`src/hw/msg_pkg.sv`:
```
/*
 Holds the constants and types of the monitor security gate.
 Assumes one 40 MHz clock and byte-wide serial traffic framed elsewhere.
*/
package msg_pkg;
	localparam int unsigned MSG_SEC_BYTES = 8;
	localparam logic [15:0] MSG_SEC_FIRST_ADDR = 16'hFFF6;
	localparam logic [15:0] MSG_SEC_LAST_ADDR = 16'hFFFD;
	localparam logic [7:0] MSG_BLANK_BYTE = 8'hFF;
	localparam logic [7:0] MSG_RUN_OPCODE = 8'h28;
	localparam logic [7:0] MSG_SP_READ_OPCODE = 8'h0C;
	localparam logic [7:0] MSG_INVALID_DATA = 8'hAD;
	localparam logic [15:0] MSG_SP_OFFSET = 16'h0001;
	localparam logic [15:0] MSG_PC_HI_OFFSET = 16'h0005;
	localparam logic [15:0] MSG_PC_LO_OFFSET = 16'h0006;
	localparam logic [7:0] MSG_STATUS_ADDR = 8'h80;
	localparam int unsigned MSG_STATUS_BIT = 6;
	localparam int unsigned MSG_FIFO_DEPTH = 8;
	localparam int unsigned MSG_FIFO_WIDTH = 8;

	typedef enum logic [1:0]
	{
		MSG_OP_SOFT_INTERRUPT,
		MSG_OP_PUSH_INDEX_HIGH,
		MSG_OP_PULL_INDEX_HIGH,
		MSG_OP_INTERRUPT_RETURN
	} msg_op_t;

	typedef enum logic [3:0]
	{
		MSG_IDLE,
		MSG_STACK_SOFT_INT,
		MSG_STACK_PSH,
		MSG_SEC_WAIT,
		MSG_SEND_BREAK,
		MSG_CMD,
		MSG_RUN_PUL,
		MSG_RUN_RETURN,
		MSG_SP_HI,
		MSG_SP_LO
	} msg_state_t;
endpackage

```
`src/hw/msg_gate.sv`:
```
/*
 Holds the receive FIFO and the monitor security gate top module.
 Assumes framed host bytes arrive with valid/ready, the CPU executes the
 requested stacking operations, and the power-on flag is valid at entry.
*/
`timescale 1ns/1ps
`default_nettype none

module msg_fifo
#(
	parameter int unsigned WIDTH = 8,
	parameter int unsigned DEPTH = 8
)
(
	// Clock and reset.
	input wire logic clock_i,
	input wire logic srst_i,
	// Fill side.
	input wire logic in_valid_i,
	input wire logic [WIDTH-1:0] in_data_i,
	output logic in_ready_o,
	// Drain side.
	output logic out_valid_o,
	output logic [WIDTH-1:0] out_data_o,
	input wire logic out_ready_i
);
	localparam int unsigned AW = $clog2(DEPTH);

	typedef struct packed
	{
		logic [AW-1:0] wr;
		logic [AW-1:0] rd;
		logic [AW:0] count;
		logic not_full;
	} msg_fifo_state_t;

	msg_fifo_state_t cur;
	msg_fifo_state_t next_cur;
	logic [WIDTH-1:0] mem [DEPTH];
	logic push;
	logic pop;

	assign push = in_valid_i && cur.not_full;
	assign pop = out_ready_i && (cur.count != '0);
	assign in_ready_o = cur.not_full;
	assign out_valid_o = (cur.count != '0);
	assign out_data_o = mem[cur.rd];

	always_comb
	begin
		next_cur = cur;
		if (push)
			next_cur.wr = (cur.wr == AW'(DEPTH - 1)) ? '0 : cur.wr + 1'b1;
		if (pop)
			next_cur.rd = (cur.rd == AW'(DEPTH - 1)) ? '0 : cur.rd + 1'b1;
		next_cur.count = cur.count + (AW+1)'(push) - (AW+1)'(pop);
		next_cur.not_full = (next_cur.count != (AW+1)'(DEPTH));
	end

	always_ff @(posedge clock_i)
	begin
		if (srst_i)
		begin
			cur <= '0;
			cur.not_full <= 1'b1;
		end
		else
			cur <= next_cur;
		if (push)
			mem[cur.wr] <= in_data_i;
	end
endmodule

module msg_gate
(
	// Clock and reset.
	input wire logic clock_i,
	input wire logic srst_i,
	// Mode entry and reset cause.
	input wire logic monitor_entry_i,
	input wire logic power_on_i,
	input wire logic mass_erase_done_i,
	// Host bytes from the monitor_serial_pin receiver.
	input wire logic rx_valid_i,
	input wire logic [7:0] rx_data_i,
	output logic rx_ready_o,
	// Bytes and break to the monitor_serial_pin transmitter.
	output logic tx_valid_o,
	output logic [7:0] tx_data_o,
	output logic tx_break_o,
	input wire logic tx_ready_i,
	// CPU operation requests.
	output logic cpu_op_valid_o,
	output msg_pkg::msg_op_t cpu_op_o,
	input wire logic cpu_op_done_i,
	input wire logic [15:0] stack_pointer_i,
	// Protected vector bytes, lowest address in the low byte.
	input wire logic [63:0] sec_code_i,
	// Flash guard.
	input wire logic flash_rd_i,
	input wire logic [7:0] flash_rd_data_i,
	input wire logic flash_fetch_i,
	output logic flash_valid_o,
	output logic [7:0] flash_data_o,
	output logic illegal_reset_o,
	output logic secure_bypass_o,
	// Status bit write to RAM.
	output logic ram_wr_o,
	output logic [7:0] ram_addr_o,
	output logic [7:0] ram_wdata_o
);
	import msg_pkg::*;

	typedef struct packed
	{
		msg_state_t st;
		logic [2:0] idx;
		logic match;
		logic bypass;
		logic erased;
		logic monitor;
		logic op_valid;
		msg_op_t op;
		logic tx_valid;
		logic [7:0] tx_data;
		logic tx_break;
		logic [7:0] sp_lo;
		logic fl_valid;
		logic [7:0] fl_data;
		logic illegal;
		logic ram_wr;
	} msg_state_s_t;

	msg_state_s_t cur;
	msg_state_s_t next_cur;
	logic fifo_valid;
	logic [7:0] fifo_data;
	logic fifo_ready;
	logic [15:0] sp_plus;

	// ******************************************
	// Stored security byte selection.
	// ******************************************
	function automatic logic [7:0] msg_code_byte(input logic [63:0] code, input logic [2:0] i, input logic erased);
		msg_code_byte = erased ? MSG_BLANK_BYTE : code[{i, 3'h0} +: 8];
	endfunction

	msg_fifo #(.WIDTH(MSG_FIFO_WIDTH), .DEPTH(MSG_FIFO_DEPTH)) u_fifo
	(
		.clock_i(clock_i),
		.srst_i(srst_i),
		.in_valid_i(rx_valid_i),
		.in_data_i(rx_data_i),
		.in_ready_o(rx_ready_o),
		.out_valid_o(fifo_valid),
		.out_data_o(fifo_data),
		.out_ready_i(fifo_ready)
	);

	assign fifo_ready = (cur.st == MSG_SEC_WAIT) || (cur.st == MSG_CMD);
	assign sp_plus = stack_pointer_i + MSG_SP_OFFSET;

	// ******************************************
	// Sequencer and flash guard.
	// ******************************************
	always_comb
	begin
		next_cur = cur;
		next_cur.fl_valid = flash_rd_i;
		next_cur.illegal = 1'b0;
		next_cur.ram_wr = 1'b0;
		if (mass_erase_done_i)
			next_cur.erased = 1'b1;
		if (flash_rd_i)
			next_cur.fl_data = (cur.monitor && !cur.bypass) ? MSG_INVALID_DATA : flash_rd_data_i;
		if (flash_fetch_i && cur.monitor && !cur.bypass)
			next_cur.illegal = 1'b1;
		if (cur.op_valid && cpu_op_done_i)
			next_cur.op_valid = 1'b0;
		if (cur.tx_valid && tx_ready_i)
		begin
			next_cur.tx_valid = 1'b0;
			next_cur.tx_break = 1'b0;
		end
		unique case (cur.st)
			MSG_IDLE:
			begin
				if (monitor_entry_i)
				begin
					next_cur.monitor = 1'b1;
					if (power_on_i)
						next_cur.bypass = 1'b0;
					next_cur.op_valid = 1'b1;
					next_cur.op = MSG_OP_SOFT_INTERRUPT;
					next_cur.st = MSG_STACK_SOFT_INT;
				end
			end
			MSG_STACK_SOFT_INT:
			begin
				if (cpu_op_done_i)
				begin
					next_cur.op_valid = 1'b1;
					next_cur.op = MSG_OP_PUSH_INDEX_HIGH;
					next_cur.st = MSG_STACK_PSH;
				end
			end
			MSG_STACK_PSH:
			begin
				if (cpu_op_done_i)
				begin
					next_cur.idx = '0;
					next_cur.match = 1'b1;
					next_cur.st = power_on_i ? MSG_SEC_WAIT : MSG_SEND_BREAK;
				end
			end
			MSG_SEC_WAIT:
			begin
				if (fifo_valid)
				begin
					next_cur.match = cur.match && (fifo_data == msg_code_byte(sec_code_i, cur.idx, cur.erased));
					next_cur.idx = cur.idx + 1'b1;
					if (cur.idx == 3'(MSG_SEC_BYTES - 1))
					begin
						next_cur.bypass = next_cur.match;
						next_cur.ram_wr = next_cur.match;
						next_cur.st = MSG_SEND_BREAK;
					end
				end
			end
			MSG_SEND_BREAK:
			begin
				if (!cur.tx_valid)
				begin
					next_cur.tx_valid = 1'b1;
					next_cur.tx_break = 1'b1;
					next_cur.tx_data = '0;
					next_cur.st = MSG_CMD;
				end
			end
			MSG_CMD:
			begin
				if (fifo_valid && fifo_data == MSG_RUN_OPCODE)
				begin
					next_cur.op_valid = 1'b1;
					next_cur.op = MSG_OP_PULL_INDEX_HIGH;
					next_cur.st = MSG_RUN_PUL;
				end
				else if (fifo_valid && fifo_data == MSG_SP_READ_OPCODE)
				begin
					next_cur.sp_lo = sp_plus[7:0];
					next_cur.st = MSG_SP_HI;
				end
			end
			MSG_RUN_PUL:
			begin
				if (cpu_op_done_i)
				begin
					next_cur.op_valid = 1'b1;
					next_cur.op = MSG_OP_INTERRUPT_RETURN;
					next_cur.st = MSG_RUN_RETURN;
				end
			end
			MSG_RUN_RETURN:
			begin
				if (cpu_op_done_i)
				begin
					next_cur.monitor = 1'b0;
					next_cur.st = MSG_IDLE;
				end
			end
			MSG_SP_HI:
			begin
				if (!cur.tx_valid)
				begin
					next_cur.tx_valid = 1'b1;
					next_cur.tx_data = sp_plus[15:8];
					next_cur.st = MSG_SP_LO;
				end
			end
			MSG_SP_LO:
			begin
				if (!cur.tx_valid)
				begin
					next_cur.tx_valid = 1'b1;
					next_cur.tx_data = cur.sp_lo;
					next_cur.st = MSG_CMD;
				end
			end
			default:
				next_cur.st = MSG_IDLE;
		endcase
	end

	always_ff @(posedge clock_i)
	begin
		if (srst_i)
		begin
			cur <= '0;
			cur.bypass <= cur.bypass && !power_on_i;
			cur.erased <= cur.erased && !power_on_i;
			cur.st <= MSG_IDLE;
		end
		else
			cur <= next_cur;
	end

	// ******************************************
	// Outputs.
	// ******************************************
	assign tx_valid_o = cur.tx_valid;
	assign tx_data_o = cur.tx_data;
	assign tx_break_o = cur.tx_break;
	assign cpu_op_valid_o = cur.op_valid;
	assign cpu_op_o = cur.op;
	assign flash_valid_o = cur.fl_valid;
	assign flash_data_o = cur.fl_data;
	assign illegal_reset_o = cur.illegal;
	assign secure_bypass_o = cur.bypass;
	assign ram_wr_o = cur.ram_wr;
	assign ram_addr_o = MSG_STATUS_ADDR;
	assign ram_wdata_o = 8'(1 << MSG_STATUS_BIT);
endmodule

`default_nettype wire

```
`config.mk`:
```
export PLATFORM = sky130hd
export DESIGN_NAME = msg_gate
export DESIGN_NICKNAME = d
export VERILOG_FILES = /design/src/hw/msg_pkg.sv /design/src/hw/msg_gate.sv
export SDC_FILE = /design/constraint.sdc
export NUM_CORES = 1
export LEC_CHECK = 0
export BUFFER_PORTS_ARGS = -buffer_cell sky130_fd_sc_hd__buf_2
export CAP_MARGIN = 20
export CORE_ASPECT_RATIO = 0.6
export CORE_MARGIN = 5
export CORE_UTILIZATION = 50
export CTS_CLUSTER_DIAMETER = 30
export DETAILED_ROUTE_END_ITERATION = 10
export PLACE_DENSITY = 0.77
export SYNTH_ARGS = -nofsm -noshare
export SYNTH_HDL_FRONTEND = slang
export SYNTH_SLANG_ARGS = --single-unit
export TNS_END_PERCENT = 5
```
`constraint.sdc`:
```
create_clock -name clock_i -period 3.6 [get_ports clock_i]
set_input_delay 0.36 -clock clock_i [delete_from_list [all_inputs] [get_ports clock_i]]
set_output_delay 0.36 -clock clock_i [all_outputs]
set_load 0.01 [all_outputs]
```
==> results of run 1 <==
[layout by cell type (no fill, tap or decap), types with 3 or more instances in the layout]
master,n
nor3b_1,5
nand2_1,30
nand3_1,12
and2_1,5
dfxtp_1,55
o21ai_0,13
inv_1,18
nor3_1,15
a21o_1,3
nor2_1,69
a211oi_1,14
or3_1,4
clkbuf_16,19
ha_1,12
edfxtp_1,66
mux2_2,4
nand2b_1,13
mux2i_1,14
buf_2,131
a211oi_2,5
conb_1,16
a22oi_1,8
and3_1,8
a21oi_1,25
nor2b_1,7
xor2_1,9
buf_4,15
mux4_2,27
clkinv_4,5
xnor2_1,11
o21a_1,3
nor4_1,3
o211ai_1,4
[layer usage]
metal / up-vias / GRT usage / routed length, um
li1: 2283 / - / -
met1: 2288 / 0.296 / 6970
met2: 215 / 0.327 / 7240
met3: 18 / 0.0436 / 1390
met4: 0 / 0.0538 / 163
met5: - / 0 / 0
[per-stage QoR]
step | setup slack [ns] | utilization
after global routing | 0.217 | 0.600
after CTS | 0.473 | 0.600
after global placement | 0.634 | 0.554
after detailed placement | 0.517 | 0.554
after floorplan | 0.938 | -
final | 0.435 | 0.600
[report_power, final]
| group | internal (mW) | total, mW | switching, mW | leakage [nW] |
|---|---|---|---|---|
| logic | 0.500 | 1.18 | 0.677 | 1.59 |
| registers | 1.60 | 1.73 | 0.129 | 1.05 |
| clock network | 0.983 | 1.60 | 0.617 | 0.285 |
| total | 3.08 | 4.50 | 1.42 | 2.92 |
[path summary, 6_finish.rpt]
check	startpoint	slack, ns	cells past startpoint	end
setup reg to reg	cur[42]$_SDFFE_PP0P_	0.44	11	u_fifo.in_ready_o$_SDFF_PP1_
hold reg to reg	tx_data_o[2]$_SDFFE_PP0P_	0.47	2	tx_data_o[2]$_SDFFE_PP0P_
setup / recovery	cur[42]$_SDFFE_PP0P_	0.44	11	u_fifo.in_ready_o$_SDFF_PP1_
hold / removal	stack_pointer_i[0]	0.17	2	cur[11]$_SDFFE_PP0P_
[state kept, by name, indices dropped and copies added (netlist names), named ones only]
signal and flops:
u_fifo.in_ready_o 1, tx_data_o 8, u_fifo.cur 10, illegal_reset_o 1, ram_wr_o 1, cpu_op_valid_o 1
cur 18, u_fifo.mem 64, cpu_op_o 2, tx_break_o 1, flash_data_o 8, flash_valid_o 1
tx_valid_o 1, secure_bypass_o 1
[logic make-up (layout without fill, tap and decap cells)]
group           count (synthesis)  after routing  share of synthesized area
compound gates                 96             96                      0.104
xor+xnor                       20             20                     0.0274
fa+ha+maj                      13             13                     0.0267
buf+inv                        79            196                     0.0745
flops                         121            121                      0.483
mux                            49             49                      0.134
other cells                     2             16                    0.00118
simple gates                  187            187                      0.149
[cell type report]
cell class | count | area share
tap | 170 | 0.0280
inverter | 18 | 0.00890
multi-input combinational | 381 | 0.380
sequential | 121 | 0.406
clock inverter | 11 | 0.0112
timing repair buffer | 146 | 0.101
clock buffer | 21 | 0.0646
==> results.toml, run 1 <==
[run_status]
outcome = "complete, no violations"

[synth]
synth_seq_cells = 121
synthesis.area_um2 = 6380
synth_top_cell_area_share = 0.311
yosysUniqueCellTypes = 66
ys_warn_count = 0
synth-async-reset-ratio = 0
ys.flop_type = "edfxtp_1"
yosysMostFrequentCell = "nor2_1"
synth_largest_area_cell = "edfxtp_1"
synth-edff-count = 66
syn_inst = 567
yosysSeqAreaShare = 0.483
ys_top_cells_by_count = "nor2_1 (69), edfxtp_1 (66), dfxtp_1 (55)"
synth.area.top_cells = "edfxtp_1 (31%), dfxtp_1 (17%), mux4_2 (9.5%)"
avgSynthCellArea_um2 = 11.3

[min_path]
hp-class = "input pin to flip-flop"

[sta]
tns_ns = 0
slew_violations = 0
worst_pin_slew_ns = 0.879
finalCritPeriodShare = 0.879
final.setup_skew_ns = 0.00770
rsz0062_at_grt = "no"
setup-violations-final = 0
fmax_ghz = 0.316
holdWs_ns = 0.172
relSlewSlack = 0.412
period_needed_ns = 3.16
hold_viol = 0

[clock_network]
hold_buffers = 0
clk_pin_slew_worst_paths_ns = 0.06
post_cts_resized = 0
cts_max_path_buffers = 2
insertion_delay_ns = 0.41
cts-root-buf = "clkbuf_16"
htreeDepth = 4
cts_sinks = 121
postCtsSetupBuffers = 0
cts_buffers = 17
cts_tree = "done"

[detailed_routing]
ant_nets = 0
first_iter_violations = 485
drt_first_pass_iters = 4
wl_per_cell_um = 18.2
via_per_inst = 5.53
drc_errors = 0
num_vias = 4804
totalWireLength_mm = 15.8

[run]
cap_violations = 0

[floorplan]
fp-row-count = 32
coreArea_um2 = 12700
die_y_um = 97.5
start_util = 0.504
die_x_um = 156
io_pins = 148
dieArea_um2 = 15200

[worst_setup_path]
path_buf_inv = 3
arrival_ns = 3.45
start_kind = "flip-flop"
worst_path_most_repeated_cell = "inv_1"
crit_slowest_cell = "dfxtp_1"
slowest_delay_ns = 0.69
critPathTopFamily = "adder cells"
critPathKind = "flip-flop to flip-flop"
worstPathRequired_ns = 3.88
end_kind = "flip-flop"
worstPathCellList = "nand3b_1 > nor2_1 > o21ai_0 > inv_1 > ha_1 > inv_1 > ha_1 > inv_1 > fa_1 > xor2_1 > nand4b_1"
path_max_fanout = 17

[global_route]
gr-total-overflow = 0
grt_pass1_vias = 4730
grt_first_pass_wirelength_mm = 25.0
grt_max_degree = 33
gr-usage-all-layers = 0.209
antenna_found_initial = 0

[place]
dp_cells = 836
dpl-instance-area_um2 = 7010
gp_congestion = 0.975
portBuffers = 131
hpwl_mm = 11.9

[cells_and_area]
final_cell_area_um2 = 7590
multiInputGateArea_um2 = 2880
nFillCells = 1014
final_cells = 868
antennaDiodeCount = 0
syn_to_final_growth_pct = 18.9
finalNetCount = 804
seqCellArea_um2 = 3080
drive_above_1_share = 0.322

[power_and_ir_drop]
finalPower_mw = 4.50
powerDensity_nw_per_um2 = 594
vdd_ir_drop_max_mv = 0.456
leakage_nw = 2.92
(Power assumes the default switching activity.)
==> run 2, diff against run 1 <==
Settings changed: CORE_ASPECT_RATIO 0.6 to 0.5.
==> run 2 against run 1 <==
Effect of this change: first-iteration DRC count decreased by 34%; clock skew increased by 0.00064 ns; sequential power about the same; total power increased by 3.9%; largest power group is now clock; highest routed layer is now met5.
==> results.toml, run 2 (synthesized netlist as in run 1, its figures left out) <==
[global_route]
grt_max_degree = 57
gr-usage-all-layers = 0.190
grt_pass1_vias = 4552
grt_first_pass_wirelength_mm = 23.0
antenna_found_initial = 3
gr-total-overflow = 0

[power_and_ir_drop]
powerDensity_nw_per_um2 = 613
finalPower_mw = 4.68
vdd_ir_drop_max_mv = 0.364
leakage_nw = 2.93

[cells_and_area]
drive_above_1_share = 0.315
final_cells = 867
final_cell_mix = "buf_2 (131), nor2_1 (69), edfxtp_1 (66)"
final_common_cell = "buf_2"
syn_to_final_growth_pct = 19.6
final_cell_area_um2 = 7630
largest_reg_flops = 64
final_util = 0.606
finalNetCount = 802
reg.largest.list = "u_fifo.mem x64, cur x18, u_fifo.cur x10"
regMostFlops = "u_fifo.mem"

[place]
hpwl_mm = 10.5
dpl-instance-area_um2 = 7000
gp_congestion = 0.865
place_ws_ns = 0.591
dp_cells = 834
portBuffers = 131

[detailed_routing]
first_iter_violations = 321
wl_per_cell_um = 16.7
ant_nets = 0
num_vias = 4714
drc_errors = 0
via_per_inst = 5.44
drt_first_pass_iters = 4
totalWireLength_mm = 14.5

[sta]
finalCritPeriodShare = 0.843
slew_violations = 0
period_needed_ns = 3.04
rsz0062_at_grt = "no"
worst_pin_slew_ns = 1.07
hold_viol = 0
setup-violations-final = 0
fin_ws_ns = 0.564
fmax_ghz = 0.329
final.setup_skew_ns = 0.00833
holdWs_ns = 0.178
tns_ns = 0
relSlewSlack = 0.285

[floorplan]
die_y_um = 89.9
die_x_um = 170
start_util = 0.507
dieArea_um2 = 15300
io_pins = 148
fp-row-count = 29
coreArea_um2 = 12600

[clock_network]
cts-root-buf = "clkbuf_16"
hold_buffers = 0
clk_pin_slew_worst_paths_ns = 0.06
htreeDepth = 4
cts_buffers = 17
insertion_delay_ns = 0.41
cts_max_path_buffers = 2
cts_tree = "done"
cts_sinks = 121
post_cts_resized = 0
postCtsSetupBuffers = 0

[worst_setup_path]
worstPathRequired_ns = 3.89
critPathKind = "flip-flop to flip-flop"
arrival_ns = 3.32
worstRegToRegCells = 11
path_max_fanout = 17
start_kind = "flip-flop"
end_kind = "flip-flop"

[run]
cap_violations = 0

[run_status]
outcome = "complete, no violations"

[min_path]
hp-class = "input pin to flip-flop"
holdPathStages = 2
run 2: cell types whose count changed in the layout (fill, tap and decap cells not counted), sizes merged:
cell      before  now
diode          0    1
bufinv         0    5
clkbuf        21   20
buf          146  144
inv           21   20
clkinvlp       1    2
clkinv         7    3
run 2: metal layers:
| metal | global-route usage | share of wire |
|---|---|---|
| met4 | 0.0676 | 0.015 |
| met2 | 0.302 | 0.48 |
| met5 | 0 | 0.0014 |
| met3 | 0.0574 | 0.074 |
| met1 | 0.248 | 0.43 |
run 2: report_power, final:
part	switching, mW	total, mW	leakage (nW)	internal, mW
Combinational	0.631	1.12	1.58	0.489
Sequential	0.129	1.73	1.05	1.60
Clock	0.604	1.83	0.302	1.23
Total	1.36	4.68	2.93	3.31
run 2: critical path: stages (launching register included):
cell      delay (ns)
dfxtp_1         0.64
nand3b_1        0.28
nor2_1          0.10
o21ai_0         0.51
inv_1           0.14
ha_1            0.29
inv_1           0.05
ha_1            0.15
inv_1           0.06
fa_1            0.38
xor2_1          0.18
nand4b_1        0.12
run 2: cell type report:
| type | instances | area, um2 |
|---|---|---|
| Tap cell | 170 | 213 |
| Multi-Input combinational cell | 381 | 2880 |
| Inverter | 18 | 67.6 |
| Fill cell | 1024 | 4960 |
| Clock inverter | 12 | 196 |
| Antenna cell | 1 | 2.50 |
| Timing Repair Buffer | 144 | 753 |
| Clock buffer | 20 | 437 |
| Sequential cell | 121 | 3080 |
run 2: path summary, 6_finish.rpt:
path | start | to | slack, ns
setup / recovery | cur[42]$_SDFFE_PP0P_ | u_fifo.in_ready_o$_SDFF_PP1_ | 0.56
hold / removal | stack_pointer_i[0] | cur[11]$_SDFFE_PP0P_ | 0.18
setup reg to reg | cur[42]$_SDFFE_PP0P_ | u_fifo.in_ready_o$_SDFF_PP1_ | 0.56
hold reg to reg | flash_data_o[1]$_SDFFE_PP0P_ | flash_data_o[1]$_SDFFE_PP0P_ | 0.47
==> run 3, diff against run 2 <==
Settings changed: CORE_UTILIZATION 50 to 49, PLACE_DENSITY 0.77 to 0.79.
Clock period 3.6 ns to 2.6 ns, I/O delays scaled along.
==> run 3 against run 2 <==
Effect of this change: global-route usage grew 0.17 points; design area increased by 4.8%; clock skew decreased by 0.00069 ns.
==> results.toml, run 3 (synthesized netlist as in run 1, its figures left out) <==
[run_status]
outcome = "complete, no violations"

[floorplan]
start_util = 0.503
fp-row-count = 29
io_pins = 148
die_y_um = 90.7
die_x_um = 171
dieArea_um2 = 15500
coreArea_um2 = 12700

[sta]
relSlewSlack = 0.507
hold_viol = 0
holdWs_ns = 0.0686
period_needed_ns = 2.57
worst_pin_slew_ns = 0.739
slew_violations = 0
final.setup_skew_ns = 0.00764
fmax_ghz = 0.389
setup-violations-final = 0
finalCritPeriodShare = 0.989
rsz0062_at_grt = "yes"

[worst_setup_path]
critPathTopFamily = "compound AO/OA/AOI/OAI gates"
worstPathRequired_ns = 2.87
start_kind = "flip-flop"
r2r_slack_ns = 0.03
rr_endpoint = "secure_bypass_o$_DFFE_PP_"
path_buf_inv = 1
crit_slowest_cell = "dfxtp_1"
critPathKind = "flip-flop to flip-flop"
setup.worst_path.end = "secure_bypass_o$_DFFE_PP_"
worstPathCellList = "buf_4 > mux2i_1 > a2bb2oi_1 > a21oi_2 > or4b_1 > a31o_1 > a211oi_2 > o2bb2ai_1"
cp_num_cells = 8
worstRegToRegCells = 8
end_kind = "flip-flop"
arrival_ns = 2.85
path_max_fanout = 5
slowest_delay_ns = 0.49

[detailed_routing]
num_vias = 4969
drc_errors = 0
totalWireLength_mm = 15.8
ant_nets = 0
first_iter_violations = 332
wl_per_cell_um = 17.6
via_per_inst = 5.55
drt_first_pass_iters = 5

[place]
portBuffers = 131
gp_congestion = 0.894
dpl-instance-area_um2 = 7190
hpwl_mm = 10.8
dp_cells = 853

[clock_network]
insertion_delay_ns = 0.42
cts_max_path_buffers = 2
cts_sinks = 121
clk_pin_slew_worst_paths_ns = 0.06
hold_buffers = 0
cts-root-buf = "clkbuf_16"
cts_tree = "done"
cts_buffers = 17
htreeDepth = 4

[cells_and_area]
finalNetCount = 832
final_util = 0.630
final_common_cell = "buf_2"
reg.largest.list = "u_fifo.mem x64, cur x18, u_fifo.cur x10"
largest_reg_flops = 64
final_cell_mix = "buf_2 (131), nor2_1 (68), edfxtp_1 (66)"
antennaDiodeCount = 0
final_cells = 895
drive_above_1_share = 0.360
syn_to_final_growth_pct = 25.4
regMostFlops = "u_fifo.mem"
final_cell_area_um2 = 8000
nFillCells = 932

[global_route]
gr-usage-all-layers = 0.192
antenna_found_initial = 0
grt_first_pass_wirelength_mm = 23.6
grt_pass1_vias = 4689
gr-total-overflow = 0
grt_max_degree = 38

[power_and_ir_drop]
powerDensity_nw_per_um2 = 827
leakage_nw = 3.11
vdd_ir_drop_max_mv = 0.609

[min_path]
hp-class = "input pin to flip-flop"

[run]
cap_violations = 0
-- run 3: cell count changes in the layout (fill, tap and decap cells not counted), moves of 2 or more --
| cell | delta |
|---|---|
| buf_12 | +5 |
| buf_4 | +24 |
| clkinv_4 | +2 |
| dfxtp_1 | -3 |
| dfxtp_2 | +2 |
| mux2i_1 | -2 |
| mux2i_4 | +3 |
-- run 3: repair_timing --
| item | 4_1_cts | 5_1_grt |
|---|---|---|
| setup buffers | 0 | 11 |
| setup endpoints to repair | 1 | 19 |
| pin swaps | 0 | 6 |
| resized for setup | 1 | 26 |
-- run 3: how the worst min path moves through the flow --
stage	to	start	cells past startpoint	slack (ns)
2_1_floorplan	cur[11]$_SDFFE_PP0P_	stack_pointer_i[0]	1	0.36
3_3_place_gp	flash_data_o[6]$_SDFFE_PP0P_	flash_data_o[6]$_SDFFE_PP0P_	2	0.45
3_5_place_dp	flash_data_o[6]$_SDFFE_PP0P_	flash_data_o[6]$_SDFFE_PP0P_	2	0.47
4_1_cts	cur[11]$_SDFFE_PP0P_	stack_pointer_i[0]	2	0.05
5_1_grt	cur[11]$_SDFFE_PP0P_	stack_pointer_i[0]	2	0.06
6_report	cur[11]$_SDFFE_PP0P_	stack_pointer_i[0]	2	0.07
-- run 3: stage by stage --
| stage | total power [mW] | setup slack [ns] | setup TNS (ns) |
|---|---|---|---|
| CTS | 6.48 | 0.0280 | 0 |
| floorplan | 3.59 | 0.0714 | 0 |
| finish | 6.62 | 0.0290 | 0 |
| global route | 6.94 | -0.0869 | -0.371 |
| detailed placement | 4.04 | 0.00118 | 0 |
| global placement | 3.99 | 0.0958 | 0 |
-- run 3: area by class of cell --
| type | instances | area (um2) | area share |
|---|---|---|---|
| Inverter | 18 | 67.6 | 0.00844 |
| Timing Repair Buffer | 174 | 1040 | 0.131 |
| Sequential cell | 121 | 3090 | 0.386 |
| Multi-Input combinational cell | 381 | 2980 | 0.372 |
| Clock inverter | 12 | 175 | 0.0219 |
| Tap cell | 170 | 213 | 0.0266 |
| Clock buffer | 19 | 433 | 0.0541 |
-- run 3: power breakdown --
| part | leakage, nW | internal [mW] | switching (mW) | total [mW] |
|---|---|---|---|---|
| clock network | 0.291 | 1.59 | 0.852 | 2.45 |
| registers | 1.05 | 2.21 | 0.125 | 2.34 |
| logic | 1.77 | 0.808 | 1.03 | 1.83 |
| total | 3.11 | 4.62 | 2.00 | 6.62 |
-- run 3: metal layers --
metal | global-route usage | share of wire | vias to the layer above | wire, um
met4 | 0.0699 | 0.012 | 0 | 187
li1 | - | - | 2340 | -
met2 | 0.327 | 0.50 | 172 | 7900
met3 | 0.0398 | 0.064 | 20 | 1010
met5 | 0 | 0 | - | 0
met1 | 0.242 | 0.42 | 2437 | 6680
